<file path="src/pkg/pdj_pkg.sv">
package pdj_pkg;

   // -----------------------------------------------------------------
   // Register offsets
   // -----------------------------------------------------------------
   localparam logic [15:0] PDJ_OFF_COMM_PULLS  = 16'h402F;
   localparam logic [15:0] PDJ_OFF_COMM_DRIVE  = 16'h4030;
   localparam logic [15:0] PDJ_OFF_CLKOUT_PAD  = 16'h4031;
   localparam logic [15:0] PDJ_OFF_DEJIT_WIN   = 16'h4032;
   localparam logic [15:0] PDJ_OFF_PWR_GATE0   = 16'h4080;

   // -----------------------------------------------------------------
   // Reset values
   // -----------------------------------------------------------------
   localparam logic [7:0] PDJ_RST_COMM_PULLS   = 8'hCF;
   localparam logic [7:0] PDJ_RST_COMM_DRIVE   = 8'h00;
   localparam logic [7:0] PDJ_RST_CLKOUT_PAD   = 8'h01;
   localparam logic [7:0] PDJ_RST_DEJIT_WIN    = 8'h05;
   localparam logic [7:0] PDJ_RST_PWR_GATE0    = 8'h00;

   // -----------------------------------------------------------------
   // Writable bit masks (reserved bits stay zero)
   // -----------------------------------------------------------------
   localparam logic [7:0] PDJ_MSK_COMM_PULLS   = 8'hFF;
   localparam logic [7:0] PDJ_MSK_COMM_DRIVE   = 8'h0F;
   localparam logic [7:0] PDJ_MSK_CLKOUT_PAD   = 8'h07;
   localparam logic [7:0] PDJ_MSK_DEJIT_WIN    = 8'hFF;
   localparam logic [7:0] PDJ_MSK_PWR_GATE0    = 8'hFF;

   // -----------------------------------------------------------------
   // Field positions
   // -----------------------------------------------------------------
   localparam int PDJ_PULL_DATA_IN_LSB  = 6;
   localparam int PDJ_PULL_LATCH_LSB    = 4;
   localparam int PDJ_PULL_CLOCK_LSB    = 2;
   localparam int PDJ_PULL_DATA_OUT_LSB = 0;
   localparam int PDJ_CKO_DRIVE_BIT     = 2;
   localparam int PDJ_CKO_PU_N_BIT      = 1;
   localparam int PDJ_CKO_PD_BIT        = 0;
   localparam int PDJ_PG_ADC_BIT        = 7;
   localparam int PDJ_PG_MEM_BIT        = 6;
   localparam int PDJ_PG_XFER_BIT       = 5;
   localparam int PDJ_PG_SPORT_BIT      = 4;
   localparam int PDJ_PG_REC_BIT        = 3;
   localparam int PDJ_PG_PLAY_BIT       = 2;
   localparam int PDJ_PG_CLKGEN_BIT     = 1;
   localparam int PDJ_PG_CORE_BIT       = 0;

   // -----------------------------------------------------------------
   // Pull selector codes
   // -----------------------------------------------------------------
   localparam logic [1:0] PDJ_PULL_UP   = 2'h0;
   localparam logic [1:0] PDJ_PULL_RSVD = 2'h1;
   localparam logic [1:0] PDJ_PULL_NONE = 2'h2;
   localparam logic [1:0] PDJ_PULL_DOWN = 2'h3;

   // -----------------------------------------------------------------
   // Dejitter circuit indices
   // -----------------------------------------------------------------
   localparam int PDJ_DJ_ADC   = 0;
   localparam int PDJ_DJ_SPORT = 1;
   localparam int PDJ_DJ_CORE  = 2;
   localparam int PDJ_DJ_DAC   = 3;
   localparam int PDJ_DJ_NUM   = 4;

   typedef struct packed {
      logic        wr;
      logic        rd;
      logic [15:0] addr;
      logic [7:0]  wdata;
   } pdj_req_t;

   typedef struct packed {
      logic adc_en;
      logic dmic_en;
      logic mem_en;
      logic sport_en;
      logic rec_route_en;
      logic play_route_en;
      logic clkgen_en;
      logic core_en;
      logic dac_en;
   } pdj_gate_t;

endpackage

</file>
<file path="src/pdj_top.sv">
`timescale 1ns/1ps
module pdj_top
   import pdj_pkg::*;
#(
   parameter int WIN_W = 8
) (
   input  wire logic                   clk_sys,
   input  wire logic                   sys_rst,
   input  wire pdj_req_t               reg_req,
   output logic [7:0]                  rd_data_ff,
   output logic                        rd_valid_ff,
   input  wire logic                   mem_req,
   output logic                        mem_grant_ff,
   output logic                        mem_reject_ff,
   input  wire logic [PDJ_DJ_NUM-1:0]  frame_in,
   output logic [PDJ_DJ_NUM-1:0]       sample_stb_ff,
   output logic [PDJ_DJ_NUM-1:0]       dejit_stuck_ff,
   output logic [3:0]                  pad_pull_up_ff,
   output logic [3:0]                  pad_pull_down_ff,
   output logic [3:0]                  pad_drive_hi_ff,
   output logic                        cko_drive_hi_ff,
   output logic                        cko_pull_up_ff,
   output logic                        cko_pull_down_ff,
   output logic [7:0]                  dejit_window_ff,
   output pdj_gate_t                   gate_ff
);

   initial begin
      if (WIN_W != 8) begin
         $error("pdj_top: dejitter window register is eight bits wide");
      end
   end

   // -----------------------------------------------------------------
   // Register storage
   // -----------------------------------------------------------------
   logic [7:0] comm_pad_pulls_ff;
   logic [7:0] comm_pad_drive_ff;
   logic [7:0] clock_out_pad_control_ff;
   logic [7:0] digital_power_gate_0_ff;

   function automatic logic [7:0] merge(input logic [7:0] wdata, input logic [7:0] msk);
      merge = wdata & msk;
   endfunction

   function automatic logic hit(input pdj_req_t req, input logic [15:0] off);
      hit = req.wr && (req.addr == off);
   endfunction

   always_ff @(posedge clk_sys or posedge sys_rst) begin
      if (sys_rst) begin
         comm_pad_pulls_ff <= PDJ_RST_COMM_PULLS;
      end else if (hit(reg_req, PDJ_OFF_COMM_PULLS)) begin
         comm_pad_pulls_ff <= merge(reg_req.wdata, PDJ_MSK_COMM_PULLS);
      end
   end

   always_ff @(posedge clk_sys or posedge sys_rst) begin
      if (sys_rst) begin
         comm_pad_drive_ff <= PDJ_RST_COMM_DRIVE;
      end else if (hit(reg_req, PDJ_OFF_COMM_DRIVE)) begin
         comm_pad_drive_ff <= merge(reg_req.wdata, PDJ_MSK_COMM_DRIVE);
      end
   end

   always_ff @(posedge clk_sys or posedge sys_rst) begin
      if (sys_rst) begin
         clock_out_pad_control_ff <= PDJ_RST_CLKOUT_PAD;
      end else if (hit(reg_req, PDJ_OFF_CLKOUT_PAD)) begin
         clock_out_pad_control_ff <= merge(reg_req.wdata, PDJ_MSK_CLKOUT_PAD);
      end
   end

   // Window feeds all four circuits straight from this flop
   always_ff @(posedge clk_sys or posedge sys_rst) begin
      if (sys_rst) begin
         dejit_window_ff <= PDJ_RST_DEJIT_WIN;
      end else if (hit(reg_req, PDJ_OFF_DEJIT_WIN)) begin
         dejit_window_ff <= merge(reg_req.wdata, PDJ_MSK_DEJIT_WIN);
      end
   end

   always_ff @(posedge clk_sys or posedge sys_rst) begin
      if (sys_rst) begin
         digital_power_gate_0_ff <= PDJ_RST_PWR_GATE0;
      end else if (hit(reg_req, PDJ_OFF_PWR_GATE0)) begin
         digital_power_gate_0_ff <= merge(reg_req.wdata, PDJ_MSK_PWR_GATE0);
      end
   end

   // -----------------------------------------------------------------
   // Read-back, one cycle after the read strobe
   // -----------------------------------------------------------------
   logic [7:0] rd_mux;

   always_comb begin
      unique case (reg_req.addr)
         PDJ_OFF_COMM_PULLS: rd_mux = comm_pad_pulls_ff;
         PDJ_OFF_COMM_DRIVE: rd_mux = comm_pad_drive_ff;
         PDJ_OFF_CLKOUT_PAD: rd_mux = clock_out_pad_control_ff;
         PDJ_OFF_DEJIT_WIN:  rd_mux = dejit_window_ff;
         PDJ_OFF_PWR_GATE0:  rd_mux = digital_power_gate_0_ff;
         default:            rd_mux = 8'h00;
      endcase
   end

   always_ff @(posedge clk_sys or posedge sys_rst) begin
      if (sys_rst) begin
         rd_data_ff  <= 8'h00;
         rd_valid_ff <= 1'b0;
      end else begin
         rd_valid_ff <= reg_req.rd;
         rd_data_ff  <= reg_req.rd ? rd_mux : 8'h00;
      end
   end

   // -----------------------------------------------------------------
   // Pad controls
   // -----------------------------------------------------------------
   function automatic logic [1:0] pull_sel(input logic [7:0] r, input int lsb);
      pull_sel = r[lsb +: 2];
   endfunction

   logic [1:0] sel_q [4];

   always_comb begin
      sel_q[3] = pull_sel(comm_pad_pulls_ff, PDJ_PULL_DATA_IN_LSB);
      sel_q[2] = pull_sel(comm_pad_pulls_ff, PDJ_PULL_LATCH_LSB);
      sel_q[1] = pull_sel(comm_pad_pulls_ff, PDJ_PULL_CLOCK_LSB);
      sel_q[0] = pull_sel(comm_pad_pulls_ff, PDJ_PULL_DATA_OUT_LSB);
   end

   // Reserved code 01 drives neither device, same as no pull
   always_ff @(posedge clk_sys or posedge sys_rst) begin
      if (sys_rst) begin
         pad_pull_up_ff   <= 4'h0;
         pad_pull_down_ff <= 4'h0;
      end else begin
         for (int i = 0; i < 4; i++) begin
            pad_pull_up_ff[i]   <= (sel_q[i] == PDJ_PULL_UP);
            pad_pull_down_ff[i] <= (sel_q[i] == PDJ_PULL_DOWN);
         end
      end
   end

   always_ff @(posedge clk_sys or posedge sys_rst) begin
      if (sys_rst) begin
         pad_drive_hi_ff  <= 4'h0;
         cko_drive_hi_ff  <= 1'b0;
         cko_pull_up_ff   <= 1'b0;
         cko_pull_down_ff <= 1'b0;
      end else begin
         pad_drive_hi_ff  <= comm_pad_drive_ff[3:0];
         cko_drive_hi_ff  <= clock_out_pad_control_ff[PDJ_CKO_DRIVE_BIT];
         // Taken as active low: zero turns the pull-up on
         cko_pull_up_ff   <= !clock_out_pad_control_ff[PDJ_CKO_PU_N_BIT];
         cko_pull_down_ff <= clock_out_pad_control_ff[PDJ_CKO_PD_BIT];
      end
   end

   // -----------------------------------------------------------------
   // Subsystem gating
   // -----------------------------------------------------------------
   logic pg_adc, pg_mem, pg_xfer, pg_sport, pg_rec, pg_play, pg_clk, pg_core;

   assign pg_adc   = digital_power_gate_0_ff[PDJ_PG_ADC_BIT];
   assign pg_mem   = digital_power_gate_0_ff[PDJ_PG_MEM_BIT];
   assign pg_xfer  = digital_power_gate_0_ff[PDJ_PG_XFER_BIT];
   assign pg_sport = digital_power_gate_0_ff[PDJ_PG_SPORT_BIT];
   assign pg_rec   = digital_power_gate_0_ff[PDJ_PG_REC_BIT];
   assign pg_play  = digital_power_gate_0_ff[PDJ_PG_PLAY_BIT];
   assign pg_clk   = digital_power_gate_0_ff[PDJ_PG_CLKGEN_BIT];
   assign pg_core  = digital_power_gate_0_ff[PDJ_PG_CORE_BIT];

   always_ff @(posedge clk_sys or posedge sys_rst) begin
      if (sys_rst) begin
         gate_ff <= '0;
      end else begin
         gate_ff.adc_en        <= pg_adc && pg_mem;
         gate_ff.dmic_en       <= pg_adc;
         gate_ff.mem_en        <= pg_mem && pg_core;
         gate_ff.sport_en      <= pg_xfer || pg_sport;
         gate_ff.rec_route_en  <= pg_rec;
         gate_ff.play_route_en <= pg_play;
         gate_ff.clkgen_en     <= pg_clk;
         gate_ff.core_en       <= pg_core && pg_mem;
         gate_ff.dac_en        <= pg_mem;
      end
   end

   // -----------------------------------------------------------------
   // Control-port memory access arbitration
   // -----------------------------------------------------------------
   always_ff @(posedge clk_sys or posedge sys_rst) begin
      if (sys_rst) begin
         mem_grant_ff  <= 1'b0;
         mem_reject_ff <= 1'b0;
      end else begin
         mem_grant_ff  <= mem_req && pg_mem && pg_core;
         mem_reject_ff <= mem_req && !(pg_mem && pg_core);
      end
   end

   // -----------------------------------------------------------------
   // Dejitter circuits, one each for ADC, SPORT, CORE and DAC
   // -----------------------------------------------------------------
   // No audio moves without the clock generator, so it gates every circuit
   logic [PDJ_DJ_NUM-1:0] dj_en;

   assign dj_en[PDJ_DJ_ADC]   = pg_adc && pg_mem && pg_clk;
   assign dj_en[PDJ_DJ_SPORT] = (pg_xfer || pg_sport) && pg_clk;
   assign dj_en[PDJ_DJ_CORE]  = pg_core && pg_mem && pg_clk;
   assign dj_en[PDJ_DJ_DAC]   = pg_mem && pg_clk;

   for (genvar g = 0; g < PDJ_DJ_NUM; g++) begin : g_dj
      pdj_dejitter #(
         .WIN_W (WIN_W)
      ) u_dj (
         .clk_sys       (clk_sys),
         .sys_rst       (sys_rst),
         .window        (dejit_window_ff),
         .subsys_en     (dj_en[g]),
         .frame_async   (frame_in[g]),
         .sample_stb_ff (sample_stb_ff[g]),
         .stuck_ff      (dejit_stuck_ff[g])
      );
   end

endmodule

</file>
<file path="src/pdj_dejitter.sv">
`timescale 1ns/1ps
module pdj_dejitter
   import pdj_pkg::*;
#(
   parameter int WIN_W = 8
) (
   input  wire logic             clk_sys,
   input  wire logic             sys_rst,
   input  wire logic [WIN_W-1:0] window,
   input  wire logic             subsys_en,
   input  wire logic             frame_async,
   output logic                  sample_stb_ff,
   output logic                  stuck_ff
);

   initial begin
      if (WIN_W < 1 || WIN_W > 16) begin
         $error("pdj_dejitter: WIN_W out of range");
      end
   end

   // -----------------------------------------------------------------
   // Input synchroniser
   // -----------------------------------------------------------------
   logic             sync1_ff, sync2_ff, sync3_ff, lvl_ff;
   logic [WIN_W-1:0] cnt_ff;
   logic             pend_ff, en_prev_ff;
   logic             bypass, evt;

   always_ff @(posedge clk_sys or posedge sys_rst) begin
      if (sys_rst) begin
         sync1_ff <= 1'b0;
         sync2_ff <= 1'b0;
         sync3_ff <= 1'b0;
      end else begin
         sync1_ff <= frame_async;
         sync2_ff <= sync1_ff;
         sync3_ff <= sync2_ff;
      end
   end

   assign bypass = (window == '0);
   // Rising frame edge once the two late stages agree
   assign evt    = (sync2_ff == sync3_ff) && (sync3_ff != lvl_ff) && sync3_ff;

   always_ff @(posedge clk_sys or posedge sys_rst) begin
      if (sys_rst) begin
         lvl_ff <= 1'b0;
      end else if (sync2_ff == sync3_ff) begin
         lvl_ff <= sync3_ff;
      end
   end

   // -----------------------------------------------------------------
   // Window: doubles collapse, one late edge is held, not dropped
   // -----------------------------------------------------------------
   always_ff @(posedge clk_sys or posedge sys_rst) begin
      if (sys_rst) begin
         cnt_ff        <= '0;
         pend_ff       <= 1'b0;
         sample_stb_ff <= 1'b0;
      end else if (bypass) begin
         cnt_ff        <= '0;
         pend_ff       <= 1'b0;
         sample_stb_ff <= evt && subsys_en;
      end else if (cnt_ff != '0) begin
         cnt_ff        <= cnt_ff - 1'b1;
         pend_ff       <= pend_ff || evt;
         sample_stb_ff <= 1'b0;
      end else if (evt || pend_ff) begin
         cnt_ff        <= window;
         pend_ff       <= 1'b0;
         sample_stb_ff <= subsys_en && !stuck_ff;
      end else begin
         sample_stb_ff <= 1'b0;
      end
   end

   // -----------------------------------------------------------------
   // Stuck state after a subsystem off/on while active
   // -----------------------------------------------------------------
   always_ff @(posedge clk_sys or posedge sys_rst) begin
      if (sys_rst) begin
         en_prev_ff <= 1'b0;
         stuck_ff   <= 1'b0;
      end else begin
         en_prev_ff <= subsys_en;
         if (bypass) begin
            stuck_ff <= 1'b0;
         end else if (en_prev_ff && !subsys_en) begin
            stuck_ff <= 1'b1;
         end
      end
   end

endmodule

</file>
<file path="config.mk">
export PLATFORM = sky130hd
export DESIGN_NAME = pdj_top
export DESIGN_NICKNAME = d
export VERILOG_FILES = /design/src/pkg/pdj_pkg.sv /design/src/pdj_top.sv /design/src/pdj_dejitter.sv
export SDC_FILE = /design/constraint.sdc
export NUM_CORES = 1
export LEC_CHECK = 0
export BUFFER_PORTS_ARGS = -buffer_cell sky130_fd_sc_hd__buf_2
export CAP_MARGIN = 40
export CORE_ASPECT_RATIO = 1.5
export CORE_MARGIN = 1
export CORE_UTILIZATION = 57
export DETAILED_ROUTE_END_ITERATION = 16
export GPL_TIMING_DRIVEN = 0
export PLACE_DENSITY = 0.87
export SYNTH_ARGS = -nofsm -noshare
export SYNTH_HDL_FRONTEND = slang
export SYNTH_HIERARCHICAL = 1
export SYNTH_SLANG_ARGS = --single-unit
</file>
<file path="constraint.sdc">
create_clock -name clk_sys -period 2.9 [get_ports clk_sys]
set_input_delay 0.58 -clock clk_sys [delete_from_list [all_inputs] [get_ports clk_sys]]
set_output_delay 0.58 -clock clk_sys [all_outputs]
set_load 0.1 [all_outputs]
</file>
# Yosys cells after proc, flatten, opt, wreduce, memory -nomap -nowiden
# Cells that the tools add are included.
[totals]
register_bits = 129
input_bits = 33
output_inout_bits = 51
elab_cells = 192
[op_classes]
n_addsub = 4
n_eq_ne = 17
muxes = 46
reduce_logical = 66
[op_table]
columns = ["operator", "count"]
rows = [
  ["two-way mux 8 bit", 13],
  ["== test 16 x 15 -> 1 bit (second input constant)", 5],
  ["one-hot mux 8 bit (5 select lines)", 1],
  ["logical AND 1 bit", 34],
  ["two-way mux 1 bit", 32],
  ["nonzero test 8 bit", 4],
  ["subtractor 8 x 1 -> 8 bit (second input constant)", 4],
  ["nonzero test 3 bit", 4],
  ["zero test 1 bit", 10],
  ["== test 2 bit (second input constant)", 4],
  ["zero test 2 bit", 4],
  ["zero test 8 bit", 1],
  ["nonzero test 2 bit", 4],
  ["logical OR 1 bit", 5],
  ["== test 1 bit", 4],
  ["!= test 1 bit", 4],
]

# Depth between registers and ports, before layout
[logic_depth]
depth_word = 7
ltp_mapped = 6
depth_no_buf = 6

# Cells and area by module
# The synthesis kept the hierarchy.
[by_module_without_submodules]
columns = ["mod", "n_inst", "cells_per_inst", "area_per_inst_um2", "seq_area_each_um2"]
rows = [
  ["pdj_dejitter", 4, 77, 797.0, 400.4],
  ["pdj_top", 1, 169, 2506.2, 1637.8],
]

# Least setup slack after synthesis
# No wires, ideal clock.
[synth_timing]
path_kind = "input port to flip-flop"
start = "input port reg_req[14] in the netlist's numbering"
end = "register comm_pad_pulls_ff[4]"
setup_ns = 0.125
t_arrival_ns = 2.353
required_ns = 2.775
path_slack_ns = 0.423
stages = 5
path_buffers = 0
cell_sequence = "or4b_4 > or3_4 > nor4_1 > nand2_1 > mux2_2"
[synth_between]
elab_chain_cells = 2
[synth_rtl]
columns = ["item", "line", "rtl"]
rows = [
  ["start: declaration", "pdj_top.sv:9", "input wire pdj_req_t reg_req,"],
  ["== test 16 x 15 -> 1 bit", "pdj_top.sv:47", "hit = req.wr && (req.addr == off);"],
  ["logical AND 1 bit", "pdj_top.sv:47", ""],
  ["end signal: assignment", "pdj_top.sv:54", "comm_pad_pulls_ff <= merge(reg_req.wdata, PDJ_MSK_COMM_PULLS);"],
  ["end: declaration", "pdj_top.sv:37", "logic [7:0] comm_pad_pulls_ff;"],
]
# No other way between the ends.
# A chain may end at the register's enable or synchronous reset.

# Worst setup path in the final report
[layout_timing]
start = "input port reg_req[14] in the netlist's numbering"
end = "register comm_pad_pulls_ff[5]"
# Same word-level chain as after synthesis.

==> results by group <==
Outcome
  • Status: finished, final reports clean

Global route
  • All-Layer GR Usage: 0.288
  • Vias in the first global route: 4665
  • Remaining global-route overflow: 0
  • Global-route wire length before repair: 23.1 mm
  • Pin count of the biggest net entering global routing: 35
  • Initial antenna violation count: 0

Setup path
  • Crit path kind: input pin to flip-flop
  • Startpoint Class: input pin
  • CP required: 3200 ps
  • Critical Path AT: 2890 ps
  • Crit end category: flip-flop
  • R2R cell count: 5
  • Critical Path Fanout Max: 8

STA
  • Setup TNS: 0 ps
  • Post-route minimum period: 2590 ps
  • Worst slew pin tran: 1000 ps
  • Fmax: 0.386 GHz
  • Setup Viol. Count Final: 0
  • RSZ-0062 raised after global routing: false
  • Final Hold Vio Count: 0
  • Final slew viol count: 0
  • Final hold slack: 271 ps
  • Skew final: 7.01 ps
  • Final period utilization: 0.892
  • Max_slew headroom: 0.324

Floorplan
  • Die Area: 10400 um^2
  • Die H: 124 um
  • Die Wd: 83.6 um
  • # rows: 44
  • Top-Level Pins: 84
  • CORE AREA: 9690 um^2
  • Initial core utilization: 0.588

Synthesis
  • Synth Net Count: 518
  • Cell Area, Synth: 5690 um^2
  • Gate Count Post-Synth: 477
  • Register area share after synthesis: 0.569
  • Post-synth ARST share: 1.00
  • Post-synth cell types: 50
  • Top_reg_cell synth: dfrtp_1
  • Post-synth EDFFs: 0
  • YS warnings: 6
  • Register bit total from synthesis: 129
  • Avg Cell Area, Syn: 11.9 um^2

Min path
  • Hold Crit Depth: 1
  • Path type of the worst min-delay path: input pin to flip-flop

Clock tree
  • H-tree Lvls: 4
  • CTS Buf Count: 17
  • CTS tree: done
  • Clock buffer depth: 2
  • Setup Buffers After CTS: 0
  • Clk sinks: 129
  • Clk slew on worst S/H paths: 60 ps
  • CTS root buffer: clkbuf_16
  • Hold buffers post-CTS: 0
  • Post-cts resize count: 0
  • Clock Latency Late Sink: 410 ps

Cells and area
  • Fin cells: 708
  • Area growth, synth to finish: 20.9%
  • Layout cells sized above 1: 0.329
  • Final nets: 621
  • Ant diodes: 0

Power and ir drop
  • PD cells: 600 nW/um^2
  • Clk pwr share: 0.529
  • Sequential share of power: 0.442
  • Max VDD drop: 0.593 mV
  • Cell-internal power: 3250 uW
  • NetSw: 880 uW
  • Final Power: 4130 uW
  • Combinational cell fraction of total power: 0.030
  • Leak: 0.00343 uW
  • Switching Share: 0.213

Detailed routing
  • Vias per cell: 6.19
  • Vias: 4379
  • DR iter-0 viols: 350
  • # DRC: 0
  • Average wire per standard cell: 19.8 um
  • Final WL: 14.1 mm
  • Detailed Routing Iterations Pass 1: 5
  • Antenna-violating nets left: 0

Placed design
  • Final GP Congestion: 0.898
  • DP Wirelength: 9.20 mm
  • Dpl cells: 676
  • IO buf count: 82

Flow run
  • Max-Cap Viols: 0
area by class of cell:
cell class / count / area, um^2
Fill cell: 631 / 2800
Timing Repair Buffer: 84 / 435
Inverter: 22 / 82.6
Clock inverter: 12 / 156
Buffer: 12 / 80.1
Clock buffer: 20 / 457
Tap cell: 115 / 144
Multi-Input combinational cell: 314 / 2290
Sequential cell: 129 / 3240
cells by family after synthesis:
logic type,after synthesis,synth area share
adder cells (fa/ha/maj),12,0.0246
buffers and inverters,34,0.0286
flip-flops,129,0.569
AO/OA/AOI/OAI,85,0.0973
multiplexers,39,0.0762
XOR/XNOR,16,0.0246
AND/OR/NAND/NOR,162,0.180
final timing paths:
kind	endpoint	slack, ps	from
max in group asynchronous	clock_out_pad_control_ff[0]	1890	sys_rst
min in group asynchronous	g_dj[3].u_dj/cnt_ff[2]	320	sys_rst
setup reg to reg	g_dj[0].u_dj/cnt_ff[4]	930	g_dj[0].u_dj/cnt_ff[2]
hold / removal	g_dj[3].u_dj/sync1_ff	270	frame_in[3]
hold reg to reg	g_dj[3].u_dj/sync2_ff	340	g_dj[3].u_dj/sync1_ff
setup / recovery	comm_pad_pulls_ff[5]	310	reg_req[14]
flip-flops by register name, summed over array words and instances (netlist names), 8 cells and up:
name                     count
digital_power_gate_0_ff      8
comm_pad_pulls_ff            8
dejit_window_ff              8
g_dj.u_dj/cnt_ff            32
gate_ff                      8
rd_data_ff                   8
per-layer routing:
metal	wire length, um	GRT usage
met5	0	0
met4	536	0.160
met3	888	0.0828
met2	7460	0.491
met1	5170	0.322
placed cells by master (no fill, tap or decap), types with 8 or more instances in the layout:
master / netlist / layout
a21oi_1: 33 / 33
a22oi_1: 8 / 8
and2_1: 13 / 13
buf_2: 1 / 84
clkbuf_16: 0 / 17
dfrtp_1: 120 / 120
dfstp_2: 9 / 9
ha_1: 8 / 8
inv_1: 22 / 21
mux2_2: 35 / 35
nand2_1: 15 / 15
nand3_1: 17 / 17
nor2_1: 33 / 33
nor3_1: 8 / 8
nor3_2: 8 / 8
nor4_1: 13 / 13
o21ai_0: 8 / 8
o2bb2ai_1: 8 / 8
or3_1: 9 / 9
xnor2_1: 12 / 12
synth_stat cells (all sizes together), types with 12 or more instances:
master / n / share of area
and2: 13 / 0.014
nand3: 17 / 0.015
a21oi: 33 / 0.029
xnor2: 12 / 0.018
nand2: 16 / 0.011
or3: 14 / 0.020
nor3: 16 / 0.021
nor2: 33 / 0.022
mux2: 35 / 0.069
inv: 22 / 0.015
nor4: 17 / 0.028
dfrtp: 120 / 0.53
through the flow:
| step | setup WS, ps | cell area, um^2 | util |
|---|---|---|---|
| 2_1_floorplan | 423 | 5690 | - |
| 3_3_place_gp | -21.4 | 6250 | 0.645 |
| 3_5_place_dp | -58.0 | 6270 | 0.647 |
| 4_1_cts | 354 | 6890 | 0.711 |
| 5_1_grt | 256 | 6890 | 0.711 |
| 6_report | 312 | 6890 | 0.711 |
critical path, stage by stage:
cell and delay (ps):
buf_2 100, or4b_4 570, or3_4 390, nor4_1 430, nand2_1 410, mux2_2 400
power groups by stage:
stage          Sequential [uW]  Combinational [uW]  Clock, uW
6_report                  1830                 123       2190
5_1_grt                   1830                 138       2300
4_1_cts                   1830                 125       2210
3_5_place_dp              1860                 122          0
3_3_place_gp              1860                 114          0
2_1_floorplan             1870                61.2          0
No activity file was read; power rests on OpenSTA's default activity.
